$ cat src/sac_pkg.sv
// Package of register map, field layout and timing constants for the converter
package sac_pkg;
    // Register offsets on the register port
    localparam logic [7:0] OFF_STATUS_CONTROL = 8'h5d;
    localparam logic [7:0] OFF_RESULT = 8'h5e;
    localparam logic [7:0] OFF_CLOCK_PRESCALE = 8'h5f;
    // Status/control field positions
    localparam int BIT_DONE = 7;
    localparam int BIT_IRQ_EN = 6;
    localparam int BIT_CONT = 5;
    localparam int CH_MSB = 4;
    // Prescale field position
    localparam int DIV_LSB = 5;
    // Reset values
    localparam logic [4:0] RST_CHANNEL = 5'h1f;
    localparam logic [2:0] RST_PRESCALE = 3'h0;
    // Channel codes
    localparam logic [4:0] CH_LAST_EXT = 5'h05;
    localparam logic [4:0] CH_RESERVED = 5'h1b;
    localparam logic [4:0] CH_REF_HIGH = 5'h1d;
    localparam logic [4:0] CH_REF_LOW = 5'h1e;
    localparam logic [4:0] CH_POWER_OFF = 5'h1f;
    // Conversion length in conversion clocks
    localparam int CONV_CLOCKS = 12;
    // Largest prescale division
    localparam int MAX_DIV = 16;
    // Analog select codes driven to the core
    localparam logic [1:0] SEL_EXT = 2'h0;
    localparam logic [1:0] SEL_HIGH = 2'h1;
    localparam logic [1:0] SEL_LOW = 2'h2;
    localparam logic [1:0] SEL_NONE = 2'h3;
endpackage

$ cat src/sac_converter_control.sv
// Top of the successive-approximation converter control logic
//
// Strobed register access was decided locally.
`timescale 1ns/1ps
module sac_converter_control #(
    parameter int NUM_CH = 6
) (
    // Clock and reset
    input wire logic i_clk,
    input wire logic i_sys_rst,
    // Register port
    input wire logic [7:0] i_addr,
    input wire logic [7:0] i_wdata,
    input wire logic i_wr,
    input wire logic i_rd,
    output logic [7:0] o_rdata,
    // Processor power modes
    input wire logic i_stop_mode,
    input wire logic i_wait_mode,
    // Analog core and shared port pins
    input wire logic [7:0] i_core_result,
    output logic o_core_power,
    output logic [1:0] o_core_ref_sel,
    output logic [NUM_CH-1:0] o_pin_analog,
    // Status to the processor
    output logic o_conv_irq,
    output logic o_result_settled
);
    // Six port pins can be shared; a narrower build drops the high ones
    // A count the channel code cannot reach is refused outright
    initial begin
        if (NUM_CH < 1 || NUM_CH > 6) begin
            $error("sac_converter_control: bad channel count");
        end
    end

    // True for the all-ones code that shuts the converter down; used by
    // start, abort, power_w and the o_core_power output, so kept in one place
    // A single definition keeps all of them agreeing on the code
    function automatic logic chan_off(input logic [4:0] code);
        return code == sac_pkg::CH_POWER_OFF;
    endfunction

    // Software-visible state, plus the settle and stop trackers
    // Everything software can read back lives in these flops
    logic irq_en_r; // Interrupt enable
    logic cont_r; // Continuous mode
    logic [4:0] chan_r; // Channel select
    logic [2:0] div_r; // Prescale select
    logic [7:0] result_r; // Result, no reset value needed
    logic done_r; // Completion flag, also pending request
    logic settled_r; // A full period passed since power-up
    logic stop_d_r; // Stop level one cycle ago

    // Bus decode; a write to the result or to an unmapped address
    // matches nothing and is dropped, reads of holes return zero
    // Decodes use the full address so aliases cannot disturb the block
    logic wr_ctl_w;
    logic wr_div_w;
    logic rd_ctl_w;
    logic rd_res_w;
    logic rd_div_w;
    assign wr_ctl_w = i_wr && (i_addr == sac_pkg::OFF_STATUS_CONTROL);
    assign wr_div_w = i_wr && (i_addr == sac_pkg::OFF_CLOCK_PRESCALE);
    assign rd_ctl_w = i_rd && (i_addr == sac_pkg::OFF_STATUS_CONTROL);
    assign rd_res_w = i_rd && (i_addr == sac_pkg::OFF_RESULT);
    assign rd_div_w = i_rd && (i_addr == sac_pkg::OFF_CLOCK_PRESCALE);

    // Converter enabled unless powered off or stopped
    logic power_w;
    logic active_w;
    logic [4:0] chan_new_w;
    logic off_new_w;
    // Channel in force this cycle: a control write counts at once, so
    // start, abort and the core outputs all act on the new settings
    assign chan_new_w = wr_ctl_w ? i_wdata[sac_pkg::CH_MSB:0] : chan_r;
    assign off_new_w = chan_off(chan_new_w);
    assign power_w = !chan_off(chan_r);
    // Wait mode is deliberately not a term here
    assign active_w = power_w && !i_stop_mode;

    // Start on control write; leaving stop resumes a continuous run
    // A single conversion cut by stop is not restarted: software asked
    // for one result and must write again to get it
    logic start_w;
    logic resume_w;
    logic abort_w;
    assign resume_w = stop_d_r && !i_stop_mode && cont_r && power_w;
    assign start_w = (wr_ctl_w && !off_new_w && !i_stop_mode) ||
                     resume_w;
    // Abort judges the new channel, not the old one: a write that wakes
    // the converter from power-off must start a conversion, while the
    // old code would still read as off in that very cycle
    assign abort_w = off_new_w || i_stop_mode;

    // Links between the divider, the sequencer and the registers
    logic tick_w;
    logic busy_w;
    logic done_w;

    // Conversion clock enable, realigned by every start
    // Restarting the divider on a write puts the first conversion edge
    // a fixed time after it, whatever the divider phase was
    sac_prescaler #(
        .CNT_W(4)
    ) u_presc (
        .i_clk(i_clk),
        .i_sys_rst(i_sys_rst),
        .i_restart(start_w),
        .i_div_sel(div_r),
        .o_tick(tick_w)
    );

    // Twelve-clock conversion sequencer
    // Abort wins over start inside, so a stop or power-off can never
    // leave a conversion half counted
    sac_sequencer #(
        .CONV_LEN(sac_pkg::CONV_CLOCKS)
    ) u_seq (
        .i_clk(i_clk),
        .i_sys_rst(i_sys_rst),
        .i_tick(tick_w),
        .i_start(start_w),
        .i_abort(abort_w),
        .i_continuous(cont_r),
        .o_busy(busy_w),
        .o_done(done_w)
    );

    // Clear on control write or result read; a completion wins
    // Letting the set win means a result landing beside a clear is
    // still announced, at the price of a flag that may look stale
    logic clr_w;
    logic done_nxt;
    assign clr_w = wr_ctl_w || rd_res_w;
    assign done_nxt = done_w ? 1'b1 : (clr_w ? 1'b0 : done_r);

    // Control register, reset leaves the converter off
    // Bit 7 of the write is ignored: the done flag belongs to hardware
    // Irq enable, continuous and channel all take effect together
    always_ff @(posedge i_clk or posedge i_sys_rst) begin
        if (i_sys_rst) begin
            irq_en_r <= 1'b0;
            cont_r <= 1'b0;
            chan_r <= sac_pkg::RST_CHANNEL;
        end else if (wr_ctl_w) begin
            irq_en_r <= i_wdata[sac_pkg::BIT_IRQ_EN];
            cont_r <= i_wdata[sac_pkg::BIT_CONT];
            chan_r <= i_wdata[sac_pkg::CH_MSB:0];
        end
    end

    // Prescale register
    // Only the top three bits are stored; the low five read as zero
    // A change mid-conversion alters the length of that conversion
    always_ff @(posedge i_clk or posedge i_sys_rst) begin
        if (i_sys_rst) begin
            div_r <= sac_pkg::RST_PRESCALE;
        end else if (wr_div_w) begin
            div_r <= i_wdata[7:sac_pkg::DIV_LSB];
        end
    end

    // Completion flag and stop edge tracker
    // The flag doubles as the pending request; only the read view and
    // the request output tell the two uses apart
    always_ff @(posedge i_clk or posedge i_sys_rst) begin
        if (i_sys_rst) begin
            done_r <= 1'b0;
            stop_d_r <= 1'b0;
        end else begin
            done_r <= done_nxt;
            stop_d_r <= i_stop_mode;
        end
    end

    // Result loaded at every completion, even if unread
    // No reset: the value is undefined until the first completion,
    // which saves a reset net on flops nobody may rely on anyway
    always_ff @(posedge i_clk) begin
        if (done_w) begin
            result_r <= i_core_result;
        end
    end

    // First conversion after power-up or stop is not settled
    // The analog side needs one full period after waking, so the
    // first completion only arms the settled state
    always_ff @(posedge i_clk or posedge i_sys_rst) begin
        if (i_sys_rst) begin
            settled_r <= 1'b0;
        end else if (!active_w) begin
            settled_r <= 1'b0;
        end else if (done_w) begin
            settled_r <= 1'b1;
        end
    end

    // Settled indication follows the result it qualifies
    // Loaded on the same edge as the result so the two never disagree
    logic settled_res_r;
    always_ff @(posedge i_clk or posedge i_sys_rst) begin
        if (i_sys_rst) begin
            settled_res_r <= 1'b0;
        end else if (done_w) begin
            settled_res_r <= settled_r;
        end
    end
    assign o_result_settled = settled_res_r;

    // Read data mux; flag masked to zero while irq enabled
    // Idle cycles return zero so stale data never lingers on the bus
    logic [7:0] ctl_view_w;
    logic [7:0] rdata_nxt;
    assign ctl_view_w = {done_r && !irq_en_r, irq_en_r, cont_r,
                         chan_r};
    assign rdata_nxt = rd_ctl_w ? ctl_view_w :
                       rd_res_w ? result_r :
                       rd_div_w ? {div_r, 5'h00} : 8'h00;

    // Read data register, valid the cycle after the strobe
    // One flop stage keeps the address decode off the output path
    always_ff @(posedge i_clk or posedge i_sys_rst) begin
        if (i_sys_rst) begin
            o_rdata <= 8'h00;
        end else begin
            o_rdata <= rdata_nxt;
        end
    end

    // Interrupt request is the pending flag when enabled
    // It follows the flag, so it drops on the very accesses that clear
    // the flag, and stays low whenever the enable is clear
    // Nothing here depends on wait mode, so it can wake the processor
    always_ff @(posedge i_clk or posedge i_sys_rst) begin
        if (i_sys_rst) begin
            o_conv_irq <= 1'b0;
        end else begin
            // Enable is sampled live so a write that disables drops it
            o_conv_irq <= done_nxt && (wr_ctl_w ?
                          i_wdata[sac_pkg::BIT_IRQ_EN] : irq_en_r);
        end
    end

    // Analog select to the core
    // Unused and reserved codes get no input at all; their result is
    // undefined anyway, so nothing is gained by picking a pin
    // Power-off also maps to no input, leaving every pin to the port
    logic [1:0] ref_w;
    assign ref_w = (chan_new_w == sac_pkg::CH_REF_HIGH) ? sac_pkg::SEL_HIGH :
                   (chan_new_w == sac_pkg::CH_REF_LOW) ? sac_pkg::SEL_LOW :
                   (chan_new_w <= sac_pkg::CH_LAST_EXT) ? sac_pkg::SEL_EXT :
                   sac_pkg::SEL_NONE;

    // Pin override: only the selected external channel
    // Every other pin stays with the port logic; the override follows
    // the channel written, not whether a conversion is running
    logic [NUM_CH-1:0] pin_w;
    always_comb begin
        pin_w = '0;
        for (int k = 0; k < NUM_CH; k++) begin
            pin_w[k] = (chan_new_w == 5'(k));
        end
    end

    // Core control outputs registered
    // Flops give the core and the pin drivers glitch-free levels
    // Power, select and override all change on the same edge
    always_ff @(posedge i_clk or posedge i_sys_rst) begin
        if (i_sys_rst) begin
            o_core_power <= 1'b0;
            o_core_ref_sel <= sac_pkg::SEL_NONE;
            o_pin_analog <= '0;
        end else begin
            o_core_power <= !off_new_w &&
                            !i_stop_mode;
            o_core_ref_sel <= ref_w;
            o_pin_analog <= pin_w;
        end
    end

    // Busy and wait level are kept for visibility only through behaviour
    // Busy is not a port; the sequencer shows only through its results
    logic unused_w;
    assign unused_w = busy_w ^ i_wait_mode;
endmodule // sac_converter_control

$ cat src/sac_prescaler.sv
// Bus clock divider that makes the conversion clock enable pulse
`timescale 1ns/1ps
module sac_prescaler #(
    parameter int CNT_W = 4
) (
    input wire logic i_clk,
    input wire logic i_sys_rst,
    input wire logic i_restart,
    input wire logic [2:0] i_div_sel,
    output logic o_tick
);
    initial begin
        if ((1 << CNT_W) < sac_pkg::MAX_DIV) begin
            $error("sac_prescaler: counter too narrow");
        end
    end

    logic [CNT_W-1:0] cnt_r;
    logic [CNT_W-1:0] cnt_nxt;
    logic [CNT_W-1:0] top_w;
    logic tick_w;

    // Terminal count per divide code, top bit forces divide by 16
    assign top_w = i_div_sel[2] ? CNT_W'(15) :
                   CNT_W'((1 << i_div_sel[1:0]) - 1);
    assign tick_w = (cnt_r >= top_w);
    // Restart aligns the first edge to just after a control write
    assign cnt_nxt = (i_restart || tick_w) ? '0 : cnt_r + CNT_W'(1);

    // Divider counter
    always_ff @(posedge i_clk or posedge i_sys_rst) begin
        if (i_sys_rst) begin
            cnt_r <= '0;
        end else begin
            cnt_r <= cnt_nxt;
        end
    end

    // One bus-cycle enable per conversion clock
    always_ff @(posedge i_clk or posedge i_sys_rst) begin
        if (i_sys_rst) begin
            o_tick <= 1'b0;
        end else begin
            o_tick <= tick_w && !i_restart;
        end
    end
endmodule // sac_prescaler

$ cat src/sac_sequencer.sv
// Conversion sequencer counting conversion clocks per conversion
`timescale 1ns/1ps
module sac_sequencer #(
    parameter int CONV_LEN = sac_pkg::CONV_CLOCKS
) (
    input wire logic i_clk,
    input wire logic i_sys_rst,
    input wire logic i_tick,
    input wire logic i_start,
    input wire logic i_abort,
    input wire logic i_continuous,
    output logic o_busy,
    output logic o_done
);
    initial begin
        if (CONV_LEN < 2 || CONV_LEN > 255) begin
            $error("sac_sequencer: bad conversion length");
        end
    end

    typedef enum logic [1:0] {
        SEQ_IDLE = 2'b00,
        SEQ_ARMED = 2'b01,
        SEQ_RUN = 2'b10
    } sac_seq_type;

    sac_seq_type st_r;
    sac_seq_type st_nxt;
    logic [7:0] cnt_r;
    logic last_w;

    assign last_w = (cnt_r == 8'(CONV_LEN - 1));
    assign o_busy = (st_r != SEQ_IDLE);

    // Next state, start and abort take priority over counting
    always_comb begin
        st_nxt = st_r;
        case (st_r)
            SEQ_IDLE: st_nxt = SEQ_IDLE;
            SEQ_ARMED: if (i_tick) st_nxt = SEQ_RUN;
            SEQ_RUN: begin
                if (i_tick && last_w) begin
                    st_nxt = i_continuous ? SEQ_RUN : SEQ_IDLE;
                end
            end
            default: st_nxt = SEQ_IDLE;
        endcase
        if (i_start) st_nxt = SEQ_ARMED;
        if (i_abort) st_nxt = SEQ_IDLE;
    end

    // State and clock counter
    always_ff @(posedge i_clk or posedge i_sys_rst) begin
        if (i_sys_rst) begin
            st_r <= SEQ_IDLE;
            cnt_r <= 8'h00;
        end else begin
            st_r <= st_nxt;
            if (i_start || i_abort || st_r != SEQ_RUN) begin
                cnt_r <= 8'h00;
            end else if (i_tick) begin
                cnt_r <= last_w ? 8'h00 : cnt_r + 8'h01;
            end
        end
    end

    // Completion pulse on the twelfth conversion clock
    always_ff @(posedge i_clk or posedge i_sys_rst) begin
        if (i_sys_rst) begin
            o_done <= 1'b0;
        end else begin
            o_done <= (st_r == SEQ_RUN) && i_tick && last_w &&
                      !i_start && !i_abort;
        end
    end
endmodule // sac_sequencer
$ cat config.mk
export PLATFORM = sky130hd
export DESIGN_NAME = sac_converter_control
export DESIGN_NICKNAME = d
export VERILOG_FILES = /design/src/sac_pkg.sv /design/src/sac_converter_control.sv /design/src/sac_prescaler.sv /design/src/sac_sequencer.sv
export SDC_FILE = /design/constraint.sdc
export NUM_CORES = 1
export LEC_CHECK = 0
export ABC_AREA = 1
export BUFFER_PORTS_ARGS = -buffer_cell sky130_fd_sc_hd__buf_2
export CAP_MARGIN = 5
export CORE_ASPECT_RATIO = 0.5
export CORE_MARGIN = 1
export CORE_UTILIZATION = 50
export DETAILED_ROUTE_END_ITERATION = 8
export HOLD_SLACK_MARGIN = 0.02
export PLACE_DENSITY_LB_ADDON = 0.2
export SETUP_SLACK_MARGIN = 0.5
export SKIP_CTS_REPAIR_TIMING = 1
export SLEW_MARGIN = 20
export SYNTH_ARGS = -nofsm -noshare
export SYNTH_HDL_FRONTEND = slang
export SYNTH_SLANG_ARGS = --single-unit
$ cat constraint.sdc
create_clock -name i_clk -period 1.6 [get_ports i_clk]
set_input_delay 0.16 -clock i_clk [delete_from_list [all_inputs] [get_ports i_clk]]
set_output_delay 0.16 -clock i_clk [all_outputs]
set_load 0.005 [all_outputs]
==> results.json <==
{
  "status": "complete, but fails checks",
  "violations": "setup timing",
  "finalHoldViolCount": 0,
  "num-nets-final": 387,
  "synth_edf_count": 8,
  "grt_pass1_vias": 1983,
  "worst_pin_slew_ps": 435,
  "rows": 18,
  "floorplan.initialDensity_pct": 52.8,
  "power_leakage_uw": 0.00177,
  "antenna_found_initial": 0,
  "cts_made_buffers": 5,
  "setup_ws_ps": -47.0,
  "fmax_mhz": 607,
  "p_seq_share_pct": 53.4,
  "dieArea_mm2": 0.00556,
  "cp_data_required_time_ps": 1850,
  "cts_tree": "built",
  "slew_headroom_pct": 70.9,
  "vias": 2130,
  "antenna_cells": 0,
  "register_area_mm2": 0.00145,
  "clk_latency_ps": 310,
  "dp_slack_ps": -60.9,
  "fin_crit_sh_pct": 103,
  "yosys_warnings": 0,
  "whs_path_depth": 1,
  "hold_class": "primary input to flip-flop",
  "cap_violations": 0,
  "p_switching_uw": 893,
  "netlist_instances": 259,
  "die_w_um": 104,
  "clock_sinks": 56,
  "finClkSkew_ps": 4.83,
  "tns_ps": -97.7,
  "path_clk_slew_ps": 100,
  "drive_gt1_share_pct": 50.9,
  "switching_share_pct": 29.2,
  "htreeDepth": 2,
  "pwr-share-comb_pct": 20.7,
  "p_clk_share_pct": 25.9,
  "ff2ff_path_depth": 10,
  "syn2layout_area_growth_pct": 42.7,
  "final_util_pct": 75.3,
  "holdWs_ps": 19.7,
  "drt_iter0_markers": 77,
  "viasPerCell": 5.07,
  "syn_nets": 297,
  "grt_pass1_wl_um": 8770,
  "p_per_area_mw_per_mm2": 816,
  "layout_commonest_cell": "buf_2",
  "synth-seq-cells": 56,
  "synth_area_per_cell_um2": 10.1,
  "startpoint_type": "flip-flop",
  "netlist_area_mm2": 0.00263,
  "grt_overflow": 0,
  "clock_path_buffers": 2,
  "crit_path_end_kind": "flip-flop",
  "fillers": 337,
  "gp_congestion": 0.743,
  "synthArstFlopShare_pct": 85.7,
  "io_buffers": 47,
  "ir_worst_vdd_mv": 0.475,
  "ys_types": 37,
  "hpwl_um": 4150,
  "cp_max_fo": 4,
  "wirelength_um": 6250,
  "ios": 49,
  "ys_seq_area_share_pct": 55.2,
  "drcViolationCount": 0,
  "die_h_um": 53.2,
  "final-max-slew-violation-count": 0,
  "synth_ff_type": "dfrtp_1",
  "grt_usage_pct": 21.0,
  "grt_max_degree": 31,
  "core-area_mm2": 0.00498,
  "multiInputGateArea_mm2": 0.00130,
  "clock-root-buffer": "clkbuf_8",
  "ant_nets": 0,
  "critical_path_class": "flip-flop to flip-flop",
  "min_period_ps": 1650,
  "rsz0062_at_grt": "yes",
  "setup_violations": 4,
  "final_cell_mix": "buf_2, dfrtp_1, inv_1",
  "reg2reg_slack_ps": -50,
  "firstDrtPassIters": 5,
  "p_int_uw": 2160,
  "wl_per_cell_um": 14.9,
  "crit_arrival_ps": 1890
}
synth_stat cells, types with 2 or more instances:
cell type	count	share of area, %
o21ai_4	2	1.2
dfstp_2	7	7.0
nand2_2	4	0.95
nand2_1	37	5.3
nand3_2	2	0.76
ha_1	8	3.8
o31ai_1	2	0.57
o21ai_1	3	0.57
dfrtp_1	41	39
o21ai_0	7	1.3
inv_2	6	0.86
edfxtp_1	8	9.1
nand4_1	4	0.95
a21oi_1	11	2.1
nor2_4	4	1.7
xnor2_1	4	1.3
nor3_2	9	3.4
nor2_1	22	3.1
nor3_1	4	0.76
xor2_1	5	1.7
inv_1	36	5.1
nand3_1	18	3.4
worst max-delay path: stages, from the launching register on:
cell	delay [ps]
dfrtp_1	420
nor2_2	130
nand2_1	60
ha_1	260
inv_1	70
a21boi_2	50
o21ai_1	110
nand2_1	70
a21oi_2	160
nand3_2	120
nor2_1	130
worst paths after layout:
kind | from | endpoint
hold reg to reg | result_r[4] | o_rdata[4]
hold / removal | i_core_result[6] | result_r[6]
max in group asynchronous | i_sys_rst | o_core_ref_sel[1]
setup / recovery | div_r[1] | u_presc.cnt_r[1]
min in group asynchronous | i_sys_rst | u_seq.cnt_r[2]
setup reg to reg | div_r[1] | u_presc.cnt_r[1]
cells by family (layout without fill, tap and decap cells):
logic type / count (synthesis) / in the layout / share of synthesized area, %
XOR/XNOR: 9 / 9 / 3.00
adder cells (fa/ha/maj): 8 / 8 / 3.81
multiplexers: 2 / 2 / 0.810
buffers and inverters: 44 / 134 / 6.34
AND/OR/NAND/NOR: 111 / 112 / 23.9
flip-flops: 56 / 56 / 55.2
AO/OA/AOI/OAI: 29 / 29 / 6.96
power by group through the flow:
stage | combinational [µW] | sequential, µW | clock [µW]
final | 634 | 1630 | 792
after global routing | 712 | 1650 | 850
after CTS | 537 | 1630 | 802
after detailed placement | 536 | 1650 | 0
after global placement | 496 | 1650 | 0
after floorplan | 355 | 1640 | 0
stage by stage:
stage,power (µW),cell area (µm²),cells
floorplan,1990,2780,259
global placement,2140,3210,390
detailed placement,2190,3210,390
CTS,2970,3310,398
global route,3210,3750,420
finish,3060,3750,420
flip-flops by register name (all words and copies together) (netlist names):
| signal | flops |
|---|---|
| chan_r | 5 |
| cont_r | 1 |
| div_r | 3 |
| done_r | 1 |
| irq_en_r | 1 |
| o_conv_irq | 1 |
| o_core_power | 1 |
| o_core_ref_sel | 2 |
| o_pin_analog | 6 |
| o_rdata | 8 |
| o_result_settled | 1 |
| result_r | 8 |
| settled_r | 1 |
| stop_d_r | 1 |
| u_presc.cnt_r | 4 |
| u_presc.o_tick | 1 |
| u_seq.cnt_r | 8 |
| u_seq.o_done | 1 |
| u_seq.st_r | 2 |
layout make-up:
class | count | area share [%]
clock buffer | 5 | 1.84
sequential | 56 | 38.7
clock inverter | 3 | 0.601
tap | 70 | 2.34
multi-input combinational | 160 | 34.7
timing repair buffer | 84 | 16.1
inverter | 42 | 5.64
layer usage:
| layer | routed length, µm | global-route usage [%] |
|---|---|---|
| met2 | 3330 | 40.8 |
| met3 | 245 | 4.19 |
| met4 | 121 | 4.76 |
| met5 | 0 | 0 |
| met1 | 2550 | 24.6 |
No activity file was read; power rests on OpenSTA's default activity.
